<file path="src/include/drive_prot_consts.svh">
// Constants for the drive current protection block
`ifndef DRIVE_PROT_CONSTS_SVH
`define DRIVE_PROT_CONSTS_SVH
// Register offsets (16-bit word addresses)
`define OFS_LIM_MODE 16'h0019
`define OFS_LIM_LEVEL 16'h001a
`define OFS_OVC_MODE 16'h0307
`define OFS_OVL_RATE 16'h030c
`define OFS_STATUS 16'h0400
`define OFS_MASK 16'h0401
`define OFS_STATE 16'h0402
`define OFS_TRIP_CLR 16'h0403
// Reset values
`define RST_LIM_MODE 16'h0002
`define RST_LIM_LEVEL 16'h00b4
`define RST_OVC_MODE 16'h0001
`define RST_OVL_RATE 16'h7fff
// Field encodings and limits
`define LIM_MODE_OFF 16'h0000
`define LIM_MODE_CONST 16'h0001
`define LIM_MODE_ACCEL 16'h0002
`define LIM_LEVEL_MIN 16'h0014
`define LIM_LEVEL_MAX 16'h00c8
`define OVC_MODE_TRIP 16'h0000
`define OVC_MODE_BLANK 16'h0001
`define OVL_RATE_TIME 16'h0000
`define OVL_RATE_MAX 16'h2710
`define OVL_RATE_LIMIT 16'h7fff
`define LIM_RATE_DEF 16'h1388
// Status bit positions
`define ST_OC_TRIP 0
`define ST_GATE_BLANK 1
`define ST_LIM_ON 2
`define ST_OVL_ON 3
`define ST_BITS 4
// Timing: step tick period and derived cycle count
`define CLK_MHZ 100
`define STEP_TICK_US 10
`define STEP_TICK_CYC (`STEP_TICK_US * `CLK_MHZ)
`define STEP_SCALE (1000000 / `STEP_TICK_US)
`endif

</file>
<file path="src/include/drive_prot_pkg.sv">
// Types shared by the drive current protection block
`default_nettype none
package drive_prot_pkg;
   // Running state seen from the frequency ramp
   typedef enum logic [1:0] {RAMP_ACCEL, RAMP_CONST, RAMP_DECEL} ramp_state_t;
endpackage
`default_nettype wire

</file>
<file path="src/hw/decel_stepper.sv">
// Turns a rate in 0.01 Hz/s into single 0.01 Hz step pulses
`include "drive_prot_consts.svh"
`default_nettype none
module decel_stepper #(
   parameter int TICK_CYC = `STEP_TICK_CYC,
   parameter int SCALE = `STEP_SCALE
) (
   input wire logic clk,
   input wire logic rst_n,
   input wire logic en,
   input wire logic [15:0] rate,
   output logic step
);
   // ****************************************
   // Tick divider and rate accumulator
   // ****************************************
   logic [15:0] tick_q; // Cycle counter within one tick
   logic [31:0] acc_q; // Fractional step accumulator
   wire tick_w = (tick_q == 16'(TICK_CYC - 1)); // One-cycle tick enable
   wire [31:0] sum_w = acc_q + {16'h0000, rate}; // Accumulated rate
   wire carry_w = tick_w && (sum_w >= 32'(SCALE)); // Whole step reached

   // Divider runs free so that steps keep a steady cadence
   always_ff @(posedge clk or negedge rst_n) begin
      if (!rst_n) begin
         tick_q <= 16'h0000;
      end else if (tick_w) begin
         tick_q <= 16'h0000;
      end else begin
         tick_q <= tick_q + 16'h0001;
      end
   end

   // Accumulator cleared while idle so each run starts fresh
   always_ff @(posedge clk or negedge rst_n) begin
      if (!rst_n) begin
         acc_q <= 32'h0000_0000;
         step <= 1'b0;
      end else begin
         step <= en && carry_w;
         if (!en) begin
            acc_q <= 32'h0000_0000;
         end else if (carry_w) begin
            acc_q <= sum_w - 32'(SCALE);
         end else if (tick_w) begin
            acc_q <= sum_w;
         end
      end
   end
endmodule // decel_stepper
`default_nettype wire

</file>
<file path="src/hw/drive_current_protection.sv">
// Current limiter, instantaneous over-current and overload prevention
`include "drive_prot_consts.svh"
`default_nettype none
module drive_current_protection #(
   parameter logic [15:0] LIM_RATE = `LIM_RATE_DEF
) (
   input wire logic clk,
   input wire logic resetn,
   input wire logic [15:0] addr,
   input wire logic [15:0] wdata,
   input wire logic wr,
   input wire logic rd,
   output logic [15:0] rdata_q,
   input wire logic [15:0] freq_cmd,
   input wire logic [15:0] freq_target,
   input wire logic [15:0] current_pct,
   input wire logic ioc_detect,
   input wire logic heatsink_overheat_alarm,
   input wire logic inverter_overload_alarm,
   input wire logic decel_sel,
   input wire logic [15:0] decel_time_first,
   input wire logic [15:0] decel_time_second,
   output logic [15:0] freq_out_q,
   output logic gate_off_q,
   output logic oc_trip_q,
   output logic lim_active_q,
   output logic ovl_active_q,
   output logic ovl_ramp_req_q,
   output logic [15:0] ovl_decel_time_q,
   output logic irq_q
);
   // ****************************************
   // Reset release and pin synchronisers
   // ****************************************
   logic rst_meta_q; // First reset release stage
   logic rst_n; // Released reset used everywhere
   logic [2:0] pin_meta_q; // First stage of pin inputs
   logic [2:0] pin_q; // Second stage, safe to read
   wire ioc_s = pin_q[0]; // Instantaneous over-current
   wire oh_s = pin_q[1]; // Heat sink overheat warning
   wire olu_s = pin_q[2]; // Inverter overload warning

   // Reset deasserts through two flops
   always_ff @(posedge clk or negedge resetn) begin
      if (!resetn) begin
         rst_meta_q <= 1'b0;
         rst_n <= 1'b0;
      end else begin
         rst_meta_q <= 1'b1;
         rst_n <= rst_meta_q;
      end
   end

   // Two-flop pin synchroniser
   always_ff @(posedge clk or negedge rst_n) begin
      if (!rst_n) begin
         pin_meta_q <= 3'h0;
         pin_q <= 3'h0;
      end else begin
         pin_meta_q <= {inverter_overload_alarm, heatsink_overheat_alarm, ioc_detect};
         pin_q <= pin_meta_q;
      end
   end

   // ****************************************
   // Register file
   // ****************************************
   logic [15:0] lim_mode_q; // current_limit_mode_sel
   logic [15:0] lim_level_q; // current_limit_level_pct
   logic [15:0] ovc_mode_q; // fast_overcurrent_mode_sel
   logic [15:0] ovl_rate_q; // overload_prevention_rate
   logic [`ST_BITS-1:0] status_q; // Sticky event bits
   logic [`ST_BITS-1:0] mask_q; // Interrupt enables
   logic [`ST_BITS-1:0] set_w; // Events this cycle
   // Write decode
   wire wr_mode_w = wr && (addr == `OFS_LIM_MODE) && (wdata <= `LIM_MODE_ACCEL);
   wire wr_level_w = wr && (addr == `OFS_LIM_LEVEL) && (wdata >= `LIM_LEVEL_MIN)
                     && (wdata <= `LIM_LEVEL_MAX);
   wire wr_ovc_w = wr && (addr == `OFS_OVC_MODE) && (wdata <= `OVC_MODE_BLANK);
   wire wr_rate_w = wr && (addr == `OFS_OVL_RATE) && (wdata <= `OVL_RATE_LIMIT);
   wire wr_mask_w = wr && (addr == `OFS_MASK);
   wire trip_clr_w = wr && (addr == `OFS_TRIP_CLR) && wdata[0];
   wire rd_status_w = rd && (addr == `OFS_STATUS);

   // Configuration registers; out-of-range writes are dropped
   always_ff @(posedge clk or negedge rst_n) begin
      if (!rst_n) begin
         lim_mode_q <= `RST_LIM_MODE;
         lim_level_q <= `RST_LIM_LEVEL;
         ovc_mode_q <= `RST_OVC_MODE;
         ovl_rate_q <= `RST_OVL_RATE;
         mask_q <= '0;
      end else begin
         if (wr_mode_w) lim_mode_q <= wdata;
         if (wr_level_w) lim_level_q <= wdata;
         if (wr_ovc_w) ovc_mode_q <= wdata;
         if (wr_rate_w) ovl_rate_q <= wdata;
         if (wr_mask_w) mask_q <= wdata[`ST_BITS-1:0];
      end
   end

   // ****************************************
   // Running state and limiter enable
   // ****************************************
   drive_prot_pkg::ramp_state_t ramp_q; // Ramp state seen last cycle
   drive_prot_pkg::ramp_state_t ramp_d; // Ramp state from compare
   assign ramp_d = (freq_cmd < freq_target) ? drive_prot_pkg::RAMP_ACCEL :
                   (freq_cmd > freq_target) ? drive_prot_pkg::RAMP_DECEL :
                   drive_prot_pkg::RAMP_CONST;
   // Enable per mode; never in deceleration
   wire lim_en_w = ((lim_mode_q == `LIM_MODE_CONST) && (ramp_q == drive_prot_pkg::RAMP_CONST))
                   || ((lim_mode_q == `LIM_MODE_ACCEL)
                   && (ramp_q != drive_prot_pkg::RAMP_DECEL));
   wire over_w = current_pct > lim_level_q;
   // Overload prevention on when alarm warns and not disabled
   wire ovl_on_w = (oh_s || olu_s) && (ovl_rate_q <= `OVL_RATE_MAX);
   wire ovl_time_w = ovl_rate_q == `OVL_RATE_TIME;
   wire blank_w = (ovc_mode_q == `OVC_MODE_BLANK) && ioc_s;

   // ****************************************
   // Frequency reduction steppers
   // ****************************************
   logic lim_step_w; // Limiter or recovery step
   logic ovl_step_w; // Overload prevention step
   logic [15:0] red_q; // Frequency reduction, 0.01 Hz
   logic [15:0] red_d; // Next reduction
   wire relax_w = !lim_active_q && !ovl_active_q && (red_q != 16'h0000); // Recovery

   decel_stepper u_lim_step (
      .clk(clk),
      .rst_n(rst_n),
      .en(lim_active_q || relax_w),
      .rate(LIM_RATE),
      .step(lim_step_w)
   );

   decel_stepper u_ovl_step (
      .clk(clk),
      .rst_n(rst_n),
      .en(ovl_active_q && !ovl_time_w),
      .rate(ovl_rate_q),
      .step(ovl_step_w)
   );

   // Grow while limiting or preventing, shrink while recovering
   wire grow_w = ((lim_step_w && lim_active_q) || ovl_step_w) && (red_q < freq_cmd);
   assign red_d = grow_w ? red_q + 16'h0001 :
                  (lim_step_w && relax_w) ? red_q - 16'h0001 :
                  (red_q > freq_cmd) ? freq_cmd : red_q;

   // Saturating subtraction of the reduction
   function automatic logic [15:0] sat_sub(input logic [15:0] a, input logic [15:0] b);
      sat_sub = (a > b) ? a - b : 16'h0000;
   endfunction

   // Reduction, limiter and overload state
   always_ff @(posedge clk or negedge rst_n) begin
      if (!rst_n) begin
         ramp_q <= drive_prot_pkg::RAMP_CONST;
         red_q <= 16'h0000;
         lim_active_q <= 1'b0;
         ovl_active_q <= 1'b0;
      end else begin
         ramp_q <= ramp_d;
         red_q <= red_d;
         lim_active_q <= lim_en_w && over_w;
         ovl_active_q <= ovl_on_w;
      end
   end

   // Output frequency and overload ramp request
   always_ff @(posedge clk or negedge rst_n) begin
      if (!rst_n) begin
         freq_out_q <= 16'h0000;
         ovl_ramp_req_q <= 1'b0;
         ovl_decel_time_q <= 16'h0000;
      end else begin
         freq_out_q <= sat_sub(freq_cmd, red_q);
         ovl_ramp_req_q <= ovl_on_w && ovl_time_w;
         ovl_decel_time_q <= decel_sel ? decel_time_second : decel_time_first;
      end
   end

   // ****************************************
   // Instantaneous over-current path
   // ****************************************
   wire trip_w = (ovc_mode_q == `OVC_MODE_TRIP) && ioc_s;

   // Trip latches until cleared; a new trip beats the clear
   always_ff @(posedge clk or negedge rst_n) begin
      if (!rst_n) begin
         oc_trip_q <= 1'b0;
         gate_off_q <= 1'b0;
      end else begin
         oc_trip_q <= trip_w || (oc_trip_q && !trip_clr_w);
         gate_off_q <= trip_w || blank_w || (oc_trip_q && !trip_clr_w);
      end
   end

   // ****************************************
   // Status, interrupt and read data
   // ****************************************
   assign set_w[`ST_OC_TRIP] = trip_w && !oc_trip_q;
   assign set_w[`ST_GATE_BLANK] = blank_w;
   assign set_w[`ST_LIM_ON] = lim_en_w && over_w && !lim_active_q;
   assign set_w[`ST_OVL_ON] = ovl_on_w && !ovl_active_q;
   wire [15:0] state_w = {10'h000, ramp_q, ovl_active_q, lim_active_q, gate_off_q, oc_trip_q};
   wire [15:0] rdata_w = (addr == `OFS_LIM_MODE) ? lim_mode_q :
                         (addr == `OFS_LIM_LEVEL) ? lim_level_q :
                         (addr == `OFS_OVC_MODE) ? ovc_mode_q :
                         (addr == `OFS_OVL_RATE) ? ovl_rate_q :
                         (addr == `OFS_STATUS) ? {12'h000, status_q} :
                         (addr == `OFS_MASK) ? {12'h000, mask_q} :
                         (addr == `OFS_STATE) ? state_w : 16'h0000;

   // Sticky status cleared by read; set wins
   always_ff @(posedge clk or negedge rst_n) begin
      if (!rst_n) begin
         status_q <= '0;
         irq_q <= 1'b0;
         rdata_q <= 16'h0000;
      end else begin
         status_q <= rd_status_w ? set_w : (status_q | set_w);
         irq_q <= |(status_q & mask_q);
         rdata_q <= rd ? rdata_w : 16'h0000;
      end
   end

   // ****************************************
   // Assertions
   // ****************************************
   lim_cond_a:
   assert property (@(posedge clk) disable iff (!rst_n)
      (lim_en_w && over_w) |=> lim_active_q)
      else $error("limiter did not engage on over-level current");

   lim_mode_a:
   assert property (@(posedge clk) disable iff (!rst_n)
      $rose(lim_active_q) |-> ($past(lim_mode_q) != `LIM_MODE_OFF)
      && ($past(ramp_q) != drive_prot_pkg::RAMP_DECEL))
      else $error("limiter active in a disabled state");

   level_range_a:
   assert property (@(posedge clk) disable iff (!rst_n)
      (lim_level_q >= `LIM_LEVEL_MIN) && (lim_level_q <= `LIM_LEVEL_MAX))
      else $error("limiter level outside its range");

   trip_ioc_a:
   assert property (@(posedge clk) disable iff (!rst_n)
      trip_w |=> oc_trip_q && gate_off_q)
      else $error("no trip on instantaneous over-current");

   blank_only_a:
   assert property (@(posedge clk) disable iff (!rst_n)
      (blank_w && !oc_trip_q) |=> gate_off_q && !oc_trip_q)
      else $error("gate blanking missing or tripped");

   ovl_follow_a:
   assert property (@(posedge clk) disable iff (!rst_n)
      ((oh_s || olu_s) && (ovl_rate_q <= `OVL_RATE_MAX)) [*2] |-> ovl_active_q)
      else $error("overload prevention not active on alarm");

   ovl_time_a:
   assert property (@(posedge clk) disable iff (!rst_n)
      (ovl_on_w && ovl_time_w) |=> ovl_ramp_req_q
      && (ovl_decel_time_q == ($past(decel_sel) ? $past(decel_time_second)
      : $past(decel_time_first))))
      else $error("wrong deceleration time for overload prevention");

   ovl_step_a:
   assert property (@(posedge clk) disable iff (!rst_n)
      (ovl_step_w && (red_q < freq_cmd)) |=> red_q == $past(red_q) + 16'h0001)
      else $error("overload step did not lower frequency");

   ovl_off_a:
   assert property (@(posedge clk) disable iff (!rst_n)
      (ovl_rate_q > `OVL_RATE_MAX) |=> !ovl_active_q && !ovl_ramp_req_q)
      else $error("overload prevention active while disabled");

   ramp_cmp_a:
   assert property (@(posedge clk) disable iff (!rst_n)
      (freq_cmd > freq_target) |=> ramp_q == drive_prot_pkg::RAMP_DECEL)
      else $error("running state not taken from ramp compare");

   lim_off_a:
   assert property (@(posedge clk) disable iff (!rst_n)
      (lim_mode_q == `LIM_MODE_OFF) |=> !lim_active_q)
      else $error("limiter active with mode off");

   freq_cap_a:
   assert property (@(posedge clk) disable iff (!rst_n)
      freq_out_q <= $past(freq_cmd))
      else $error("output frequency above command");
endmodule // drive_current_protection
`default_nettype wire

</file>
<file path="config.mk">
export PLATFORM = sky130hd
export DESIGN_NAME = drive_current_protection
export DESIGN_NICKNAME = d
export VERILOG_FILES = /design/src/include/drive_prot_pkg.sv /design/src/hw/decel_stepper.sv /design/src/hw/drive_current_protection.sv
export VERILOG_INCLUDE_DIRS = /design/src /design/src/include
export SDC_FILE = /design/constraint.sdc
export NUM_CORES = 1
export LEC_CHECK = 0
export ABC_AREA = 1
export BUFFER_PORTS_ARGS = -buffer_cell sky130_fd_sc_hd__buf_2
export CAP_MARGIN = 20
export CORE_MARGIN = 2
export CORE_UTILIZATION = 60
export DETAILED_ROUTE_END_ITERATION = 10
export GPL_TIMING_DRIVEN = 0
export HOLD_SLACK_MARGIN = 0.05
export PLACE_DENSITY = 0.83
export SYNTH_ARGS = -nofsm -noshare
export SYNTH_HDL_FRONTEND = slang
export SYNTH_SLANG_ARGS = --single-unit
</file>
<file path="constraint.sdc">
create_clock -name clk -period 20.4 [get_ports clk]
set_clock_uncertainty 0.1 [all_clocks]
set_input_delay 6.12 -clock clk [delete_from_list [all_inputs] [get_ports clk]]
set_output_delay 6.12 -clock clk [all_outputs]
set_load 0.05 [all_outputs]
</file>
## Word level (Yosys, flattened, before mapping)

Index checks and enable logic that the tools add are counted.

- Bits in registers: 250
- Input bits: 120
- Output and inout port bits: 54
- Logic and storage cells: 144

- Add/sub/neg operators: 9
- Order comparisons: 14
- Eq/ne operators: 17
- Muxes and demuxes: 24
- Bitwise logic cells: 2
- Reductions and logical operators: 51

Operators with widths:

| operator | count |
|---|---|
| two-way mux 16 bit | 12 |
| two-way mux 32 bit | 6 |
| == test 16 x 10 -> 1 bit, second input constant | 4 |
| == test 16 x 11 -> 1 bit, second input constant | 4 |
| >= comparator 32 x 17 -> 1 bit, second input constant | 2 |
| > comparator 16 bit | 4 |
| subtractor 32 x 17 -> 32 bit, second input constant | 2 |
| adder 16 x 1 -> 16 bit, second input constant | 3 |
| logical AND 1 bit | 34 |
| adder 32 x 13 -> 32 bit, second input constant | 1 |
| adder 32 x 16 -> 32 bit | 1 |
| == test 16 x 1 -> 1 bit, second input constant | 2 |
| == test 16 x 5 -> 1 bit, second input constant | 2 |
| logical NOT 16 bit | 2 |
| less-than comparator 16 bit | 2 |
| two-way mux 6 bit | 3 |
| == test 16 x 2 -> 1 bit, second input constant | 1 |
| >= comparator 16 x 5 -> 1 bit, second input constant | 1 |
| less-or-equal comparator 16 x 1 -> 1 bit, second input constant | 1 |
| less-or-equal comparator 16 x 14 -> 1 bit, second input constant | 1 |
| less-or-equal comparator 16 x 15 -> 1 bit, second input constant | 1 |
| less-or-equal comparator 16 x 2 -> 1 bit, second input constant | 1 |
| less-or-equal comparator 16 x 8 -> 1 bit, second input constant | 1 |
| nonzero test 16 bit | 1 |
| 13 further kinds | 25 |

## Logic depth before layout (Yosys ltp)

- Depth in word-level cells: 9
- Gate-level depth with buffers: 22
- Mapped depth without buffers: 22

## By module

A second synthesis with hierarchy kept.

- Cells, all modules: 2913
- Area total of the unflattened synthesis: 19154.6 um2

Modules (own cells, without submodules):

| module | instances | cells each | area each (um2) | seq. area each (um2) |
|---|---|---|---|---|
| drive_current_protection | 1 | 1136 | 9024.9 | 3831.2 |
| decel_stepper (u_lim_step) | 1 | 897 | 5109.9 | 1226.2 |
| decel_stepper (u_ovl_step) | 1 | 880 | 5019.8 | 1226.2 |

## Worst setup path before layout

No wires, ideal clock.

- Path type: input -> register
- Start point: input port freq_cmd[0]
- End point: register red_q[7]
- Library setup time: 130 ps
- Arrival time: 8145 ps
- Required time: 20170 ps
- Setup slack: 12025 ps
- Cell stages on the path: 17
- Buffers on the path: 1
- Cells stage by stage: inv_1 -> ha_1 -> inv_1 -> fa_1 -> nand2_1 -> inv_1 -> o21ai_0 -> nand2_1 -> nand2_1 -> nand2_1 -> nand2_1 -> a21boi_2 -> nand2_1 -> clkbuf_1 -> o211ai_1 -> o211ai_1 -> o21ai_0

- Word-level cells in the longest chain between the ends: 3

RTL lines:

| item | RTL line | text |
|---|---|---|
| from (decl) | drive_current_protection.sv:14 | `input wire logic [15:0] freq_cmd,` |
| less-than comparator 16 bit | drive_current_protection.sv:146 | `wire grow_w = ((lim_step_w && lim_active_q) \|\| ovl_step_w) && (red_q < freq_cmd);` |
| logical AND 1 bit | drive_current_protection.sv:146 |  |
| nonzero test 3 bit (no line) / two-way mux 16 bit (equally long branches) | - |  |
| to (signal assigned) | drive_current_protection.sv:165 | `red_q <= red_d;` |
| to (decl) | drive_current_protection.sv:125 | `logic [15:0] red_q;` |

Parallel ways exist; a longest one is shown, timed or not.
A chain may end at the register's enable or synchronous reset.

## Worst setup path after layout

- Start point: input port freq_cmd[0]
- End point: register red_q[13]

The elaborated chain is that of the path after synthesis.

==> impl_metrics.ini <==
[outcome]
outcome = finished, final reports clean

[sta]
max_slew_margin = 0.316
min_period_ps = 8610
setup_viol = 0
worst_hold_slack_ps = 247
finalSetupTns_ps = 0
fmax_mhz = 116
slew_viol_final = 0
hold_viol_final = 0
rsz0062_at_grt = false
tightest_slew_ps = 1020
period_share = 0.422

[critical_path]
arrival_ps = 8930
cp.required_ps = 20720
worstSetupStartpointType = primary input
crit_type = in -> reg
reg2reg_from = ovl_rate_q[0]
worst-r2r-setup-slack_ps = 16700
setup.worst_path.end = red_q[13]
cp-end-kind = flop
r2r_cells = 18
regToRegEndpoint = u_ovl_step.acc_q[12]
critPathMaxFanout = 10
critPathLaunch = freq_cmd[0]

[synthesis]
synth_compound_area_frac = 0.102
syn_avg_cell_area_um2 = 7.05
syn_area_um2 = 17200
synthAdderAreaFrac = 0.0541
yosys.cell_count.top_type = nand2_1
ys.flop_type = dfrtp_1
synth_commonest_cells = nand2_1 (645), inv_1 (355), nor2_1 (235)
synthMuxAreaShare = 0.0151
synth-xor-area-share = 0.0309
postSynth.asyncResetShare = 1.00
ys_types = 65
synth_simple_gate_area_frac = 0.338
syn_inst = 2434
synth_top_area_share = 0.328
ys_seq_area_frac = 0.362
synth-edff-count = 0
syn-num-nets = 2627
synth_area_leaders = dfrtp_1 (33%), nand2_1 (14%), inv_1 (7.8%)
yosys_warnings = 0
yosys.area.top_type = dfrtp_1
synth_top_family_by_area = simple AND/OR/NAND/NOR gates
ys_ff_latch = 247

[die]
ios = 174
placementRows = 61
core_um2 = 27900
die_area_um2 = 30000
die_x_um = 173
die_h_um = 173
start_util = 0.614

[global_routing]
grt-ovfl-total = 0
grt_start_max_net_pins = 70
grt_first_pass_wirelength_um = 79700
grtUsageTotal = 0.322
antenna_found_initial = 0
grt_pass1_vias = 16571

[clocking]
ctsHoldBuffers = 0
htreeDepth = 1
clkTransAtPathRegs_ps = 60
cts-resized-gates = 0
clk_latency_ps = 550
cts_buffer_depth = 3
cts_tree = yes
cts-root-buf = clkbuf_16
clock_sinks = 247
cts_setup_buffers = 0
numCtsBuffers = 28

[drt]
avgRoutedWirePerCell_um = 16.0
drt_first_iter_violations = 1687
num_vias = 17265
drcViolationCount = 0
routed_via_density = 5.68
final_antenna_net_count = 0
drt-total-wl_um = 48500
drtPass1Iterations = 7

[place]
place_hpwl_um = 37500
place_congestion = 0.962
port_buffers = 172
placed_area_um2 = 18600

[pwr]
leakagePower_nw = 10.4
power.density_nw_per_um2 = 73.2
power_mw = 1.43
ir_worst_vdd_mv = 0.0926

[min_path]
hold_path.class = reg -> reg

[layout]
fillers = 2346
multi_input_area_um2 = 9270
seqCellArea_um2 = 6210
diodes = 0
postLayoutCellArea_um2 = 19600
final_layout_size_suffix_gt1_frac = 0.142
nets = 2833
syn_to_final_growth_pct = 14.1

[flow_run]
drv_cap = 0
==> stage by stage <==
stage | setup slack (ps) | utilization | cells
CTS | 11860 | 0.700 | 3038
floorplan | 12030 | - | 2434
finish | 11790 | 0.700 | 3039
global route | 11500 | 0.700 | 3039
detailed placement | 11320 | 0.665 | 2987
global placement | 10260 | 0.662 | 2984
==> worst max-delay path: stages <==
cell,delay [ps]
buf_2,90
inv_1,100
ha_1,170
inv_1,50
fa_1,380
nand2_1,80
inv_1,60
o21ai_0,250
nand2_1,130
nand2_1,90
nand2_1,90
nand2_1,110
a21boi_2,140
nand2_1,200
clkbuf_1,410
o211ai_1,160
o211ai_1,120
o21ai_0,140
==> final cells by class <==
type                            count  area share
Buffer                             42      0.0109
Timing Repair Buffer              176      0.0486
Inverter                          390      0.0748
Sequential cell                   247       0.317
Clock inverter                     13     0.00895
Multi-Input combinational cell   1755       0.474
Clock buffer                       38      0.0414
Tap cell                          378      0.0242
==> registers in the layout (all words and copies together) (netlist names), 2 cells and up <==
name / cells
u_lim_step.tick_q: 16
lim_mode_q: 16
pin_meta_q: 3
freq_out_q: 16
status_q: 4
pin_q: 3
mask_q: 4
lim_level_q: 16
ramp_q: 2
rdata_q: 16
ovl_rate_q: 16
red_q: 16
u_lim_step.acc_q: 29
u_ovl_step.tick_q: 16
u_ovl_step.acc_q: 32
ovl_decel_time_q: 16
ovc_mode_q: 16
==> per-layer routing <==
metal | GRT usage | part of all wire
met5 | 0 | 0
met4 | 0.104 | 0.031
met3 | 0.0343 | 0.070
met2 | 0.550 | 0.48
met1 | 0.429 | 0.42
==> report_power, final <==
| part | total, mW | switching, mW | leakage [nW] | internal (mW) |
|---|---|---|---|---|
| logic | 0.343 | 0.236 | 6.92 | 0.107 |
| registers | 0.550 | 0.0265 | 3.01 | 0.523 |
| clock network | 0.540 | 0.213 | 0.487 | 0.328 |
==> logic make-up after synthesis <==
group | Yosys count
AO/OA/AOI/OAI | 292
XOR/XNOR | 58
adder cells (fa/ha/maj) | 73
buffers and inverters | 432
flip-flops | 247
multiplexers | 23
other | 1
AND/OR/NAND/NOR | 1308
==> worst min path at each step <==
stage,start,to,depth (start not counted)
5_1_grt,pin_meta_q[0],pin_q[0],0
2_1_floorplan,pin_meta_q[0],pin_q[0],0
3_5_place_dp,pin_meta_q[1],pin_q[1],0
6_report,pin_meta_q[1],pin_q[1],0
3_3_place_gp,pin_meta_q[1],pin_q[1],0
4_1_cts,pin_meta_q[1],pin_q[1],0
==> layout by cell type (no fill, tap or decap), types with 10 or more instances in the layout <==
cell	instances
mux2_2	23
xor2_1	50
o21ai_1	15
o311ai_0	11
a21oi_1	76
o21ai_0	102
a31oi_1	10
ha_1	71
inv_2	27
dfstp_2	22
nand4_1	85
nand2_2	20
o211ai_1	26
clkbuf_1	30
clkbuf_16	29
nor3_1	42
dfrtp_1	224
inv_1	355
nor2_1	235
nor2_2	22
nand2_1	645
buf_2	177
nand3_1	200
nand3b_1	11
nor4_1	20
Note: power is estimated with default switching activity, not from simulation.
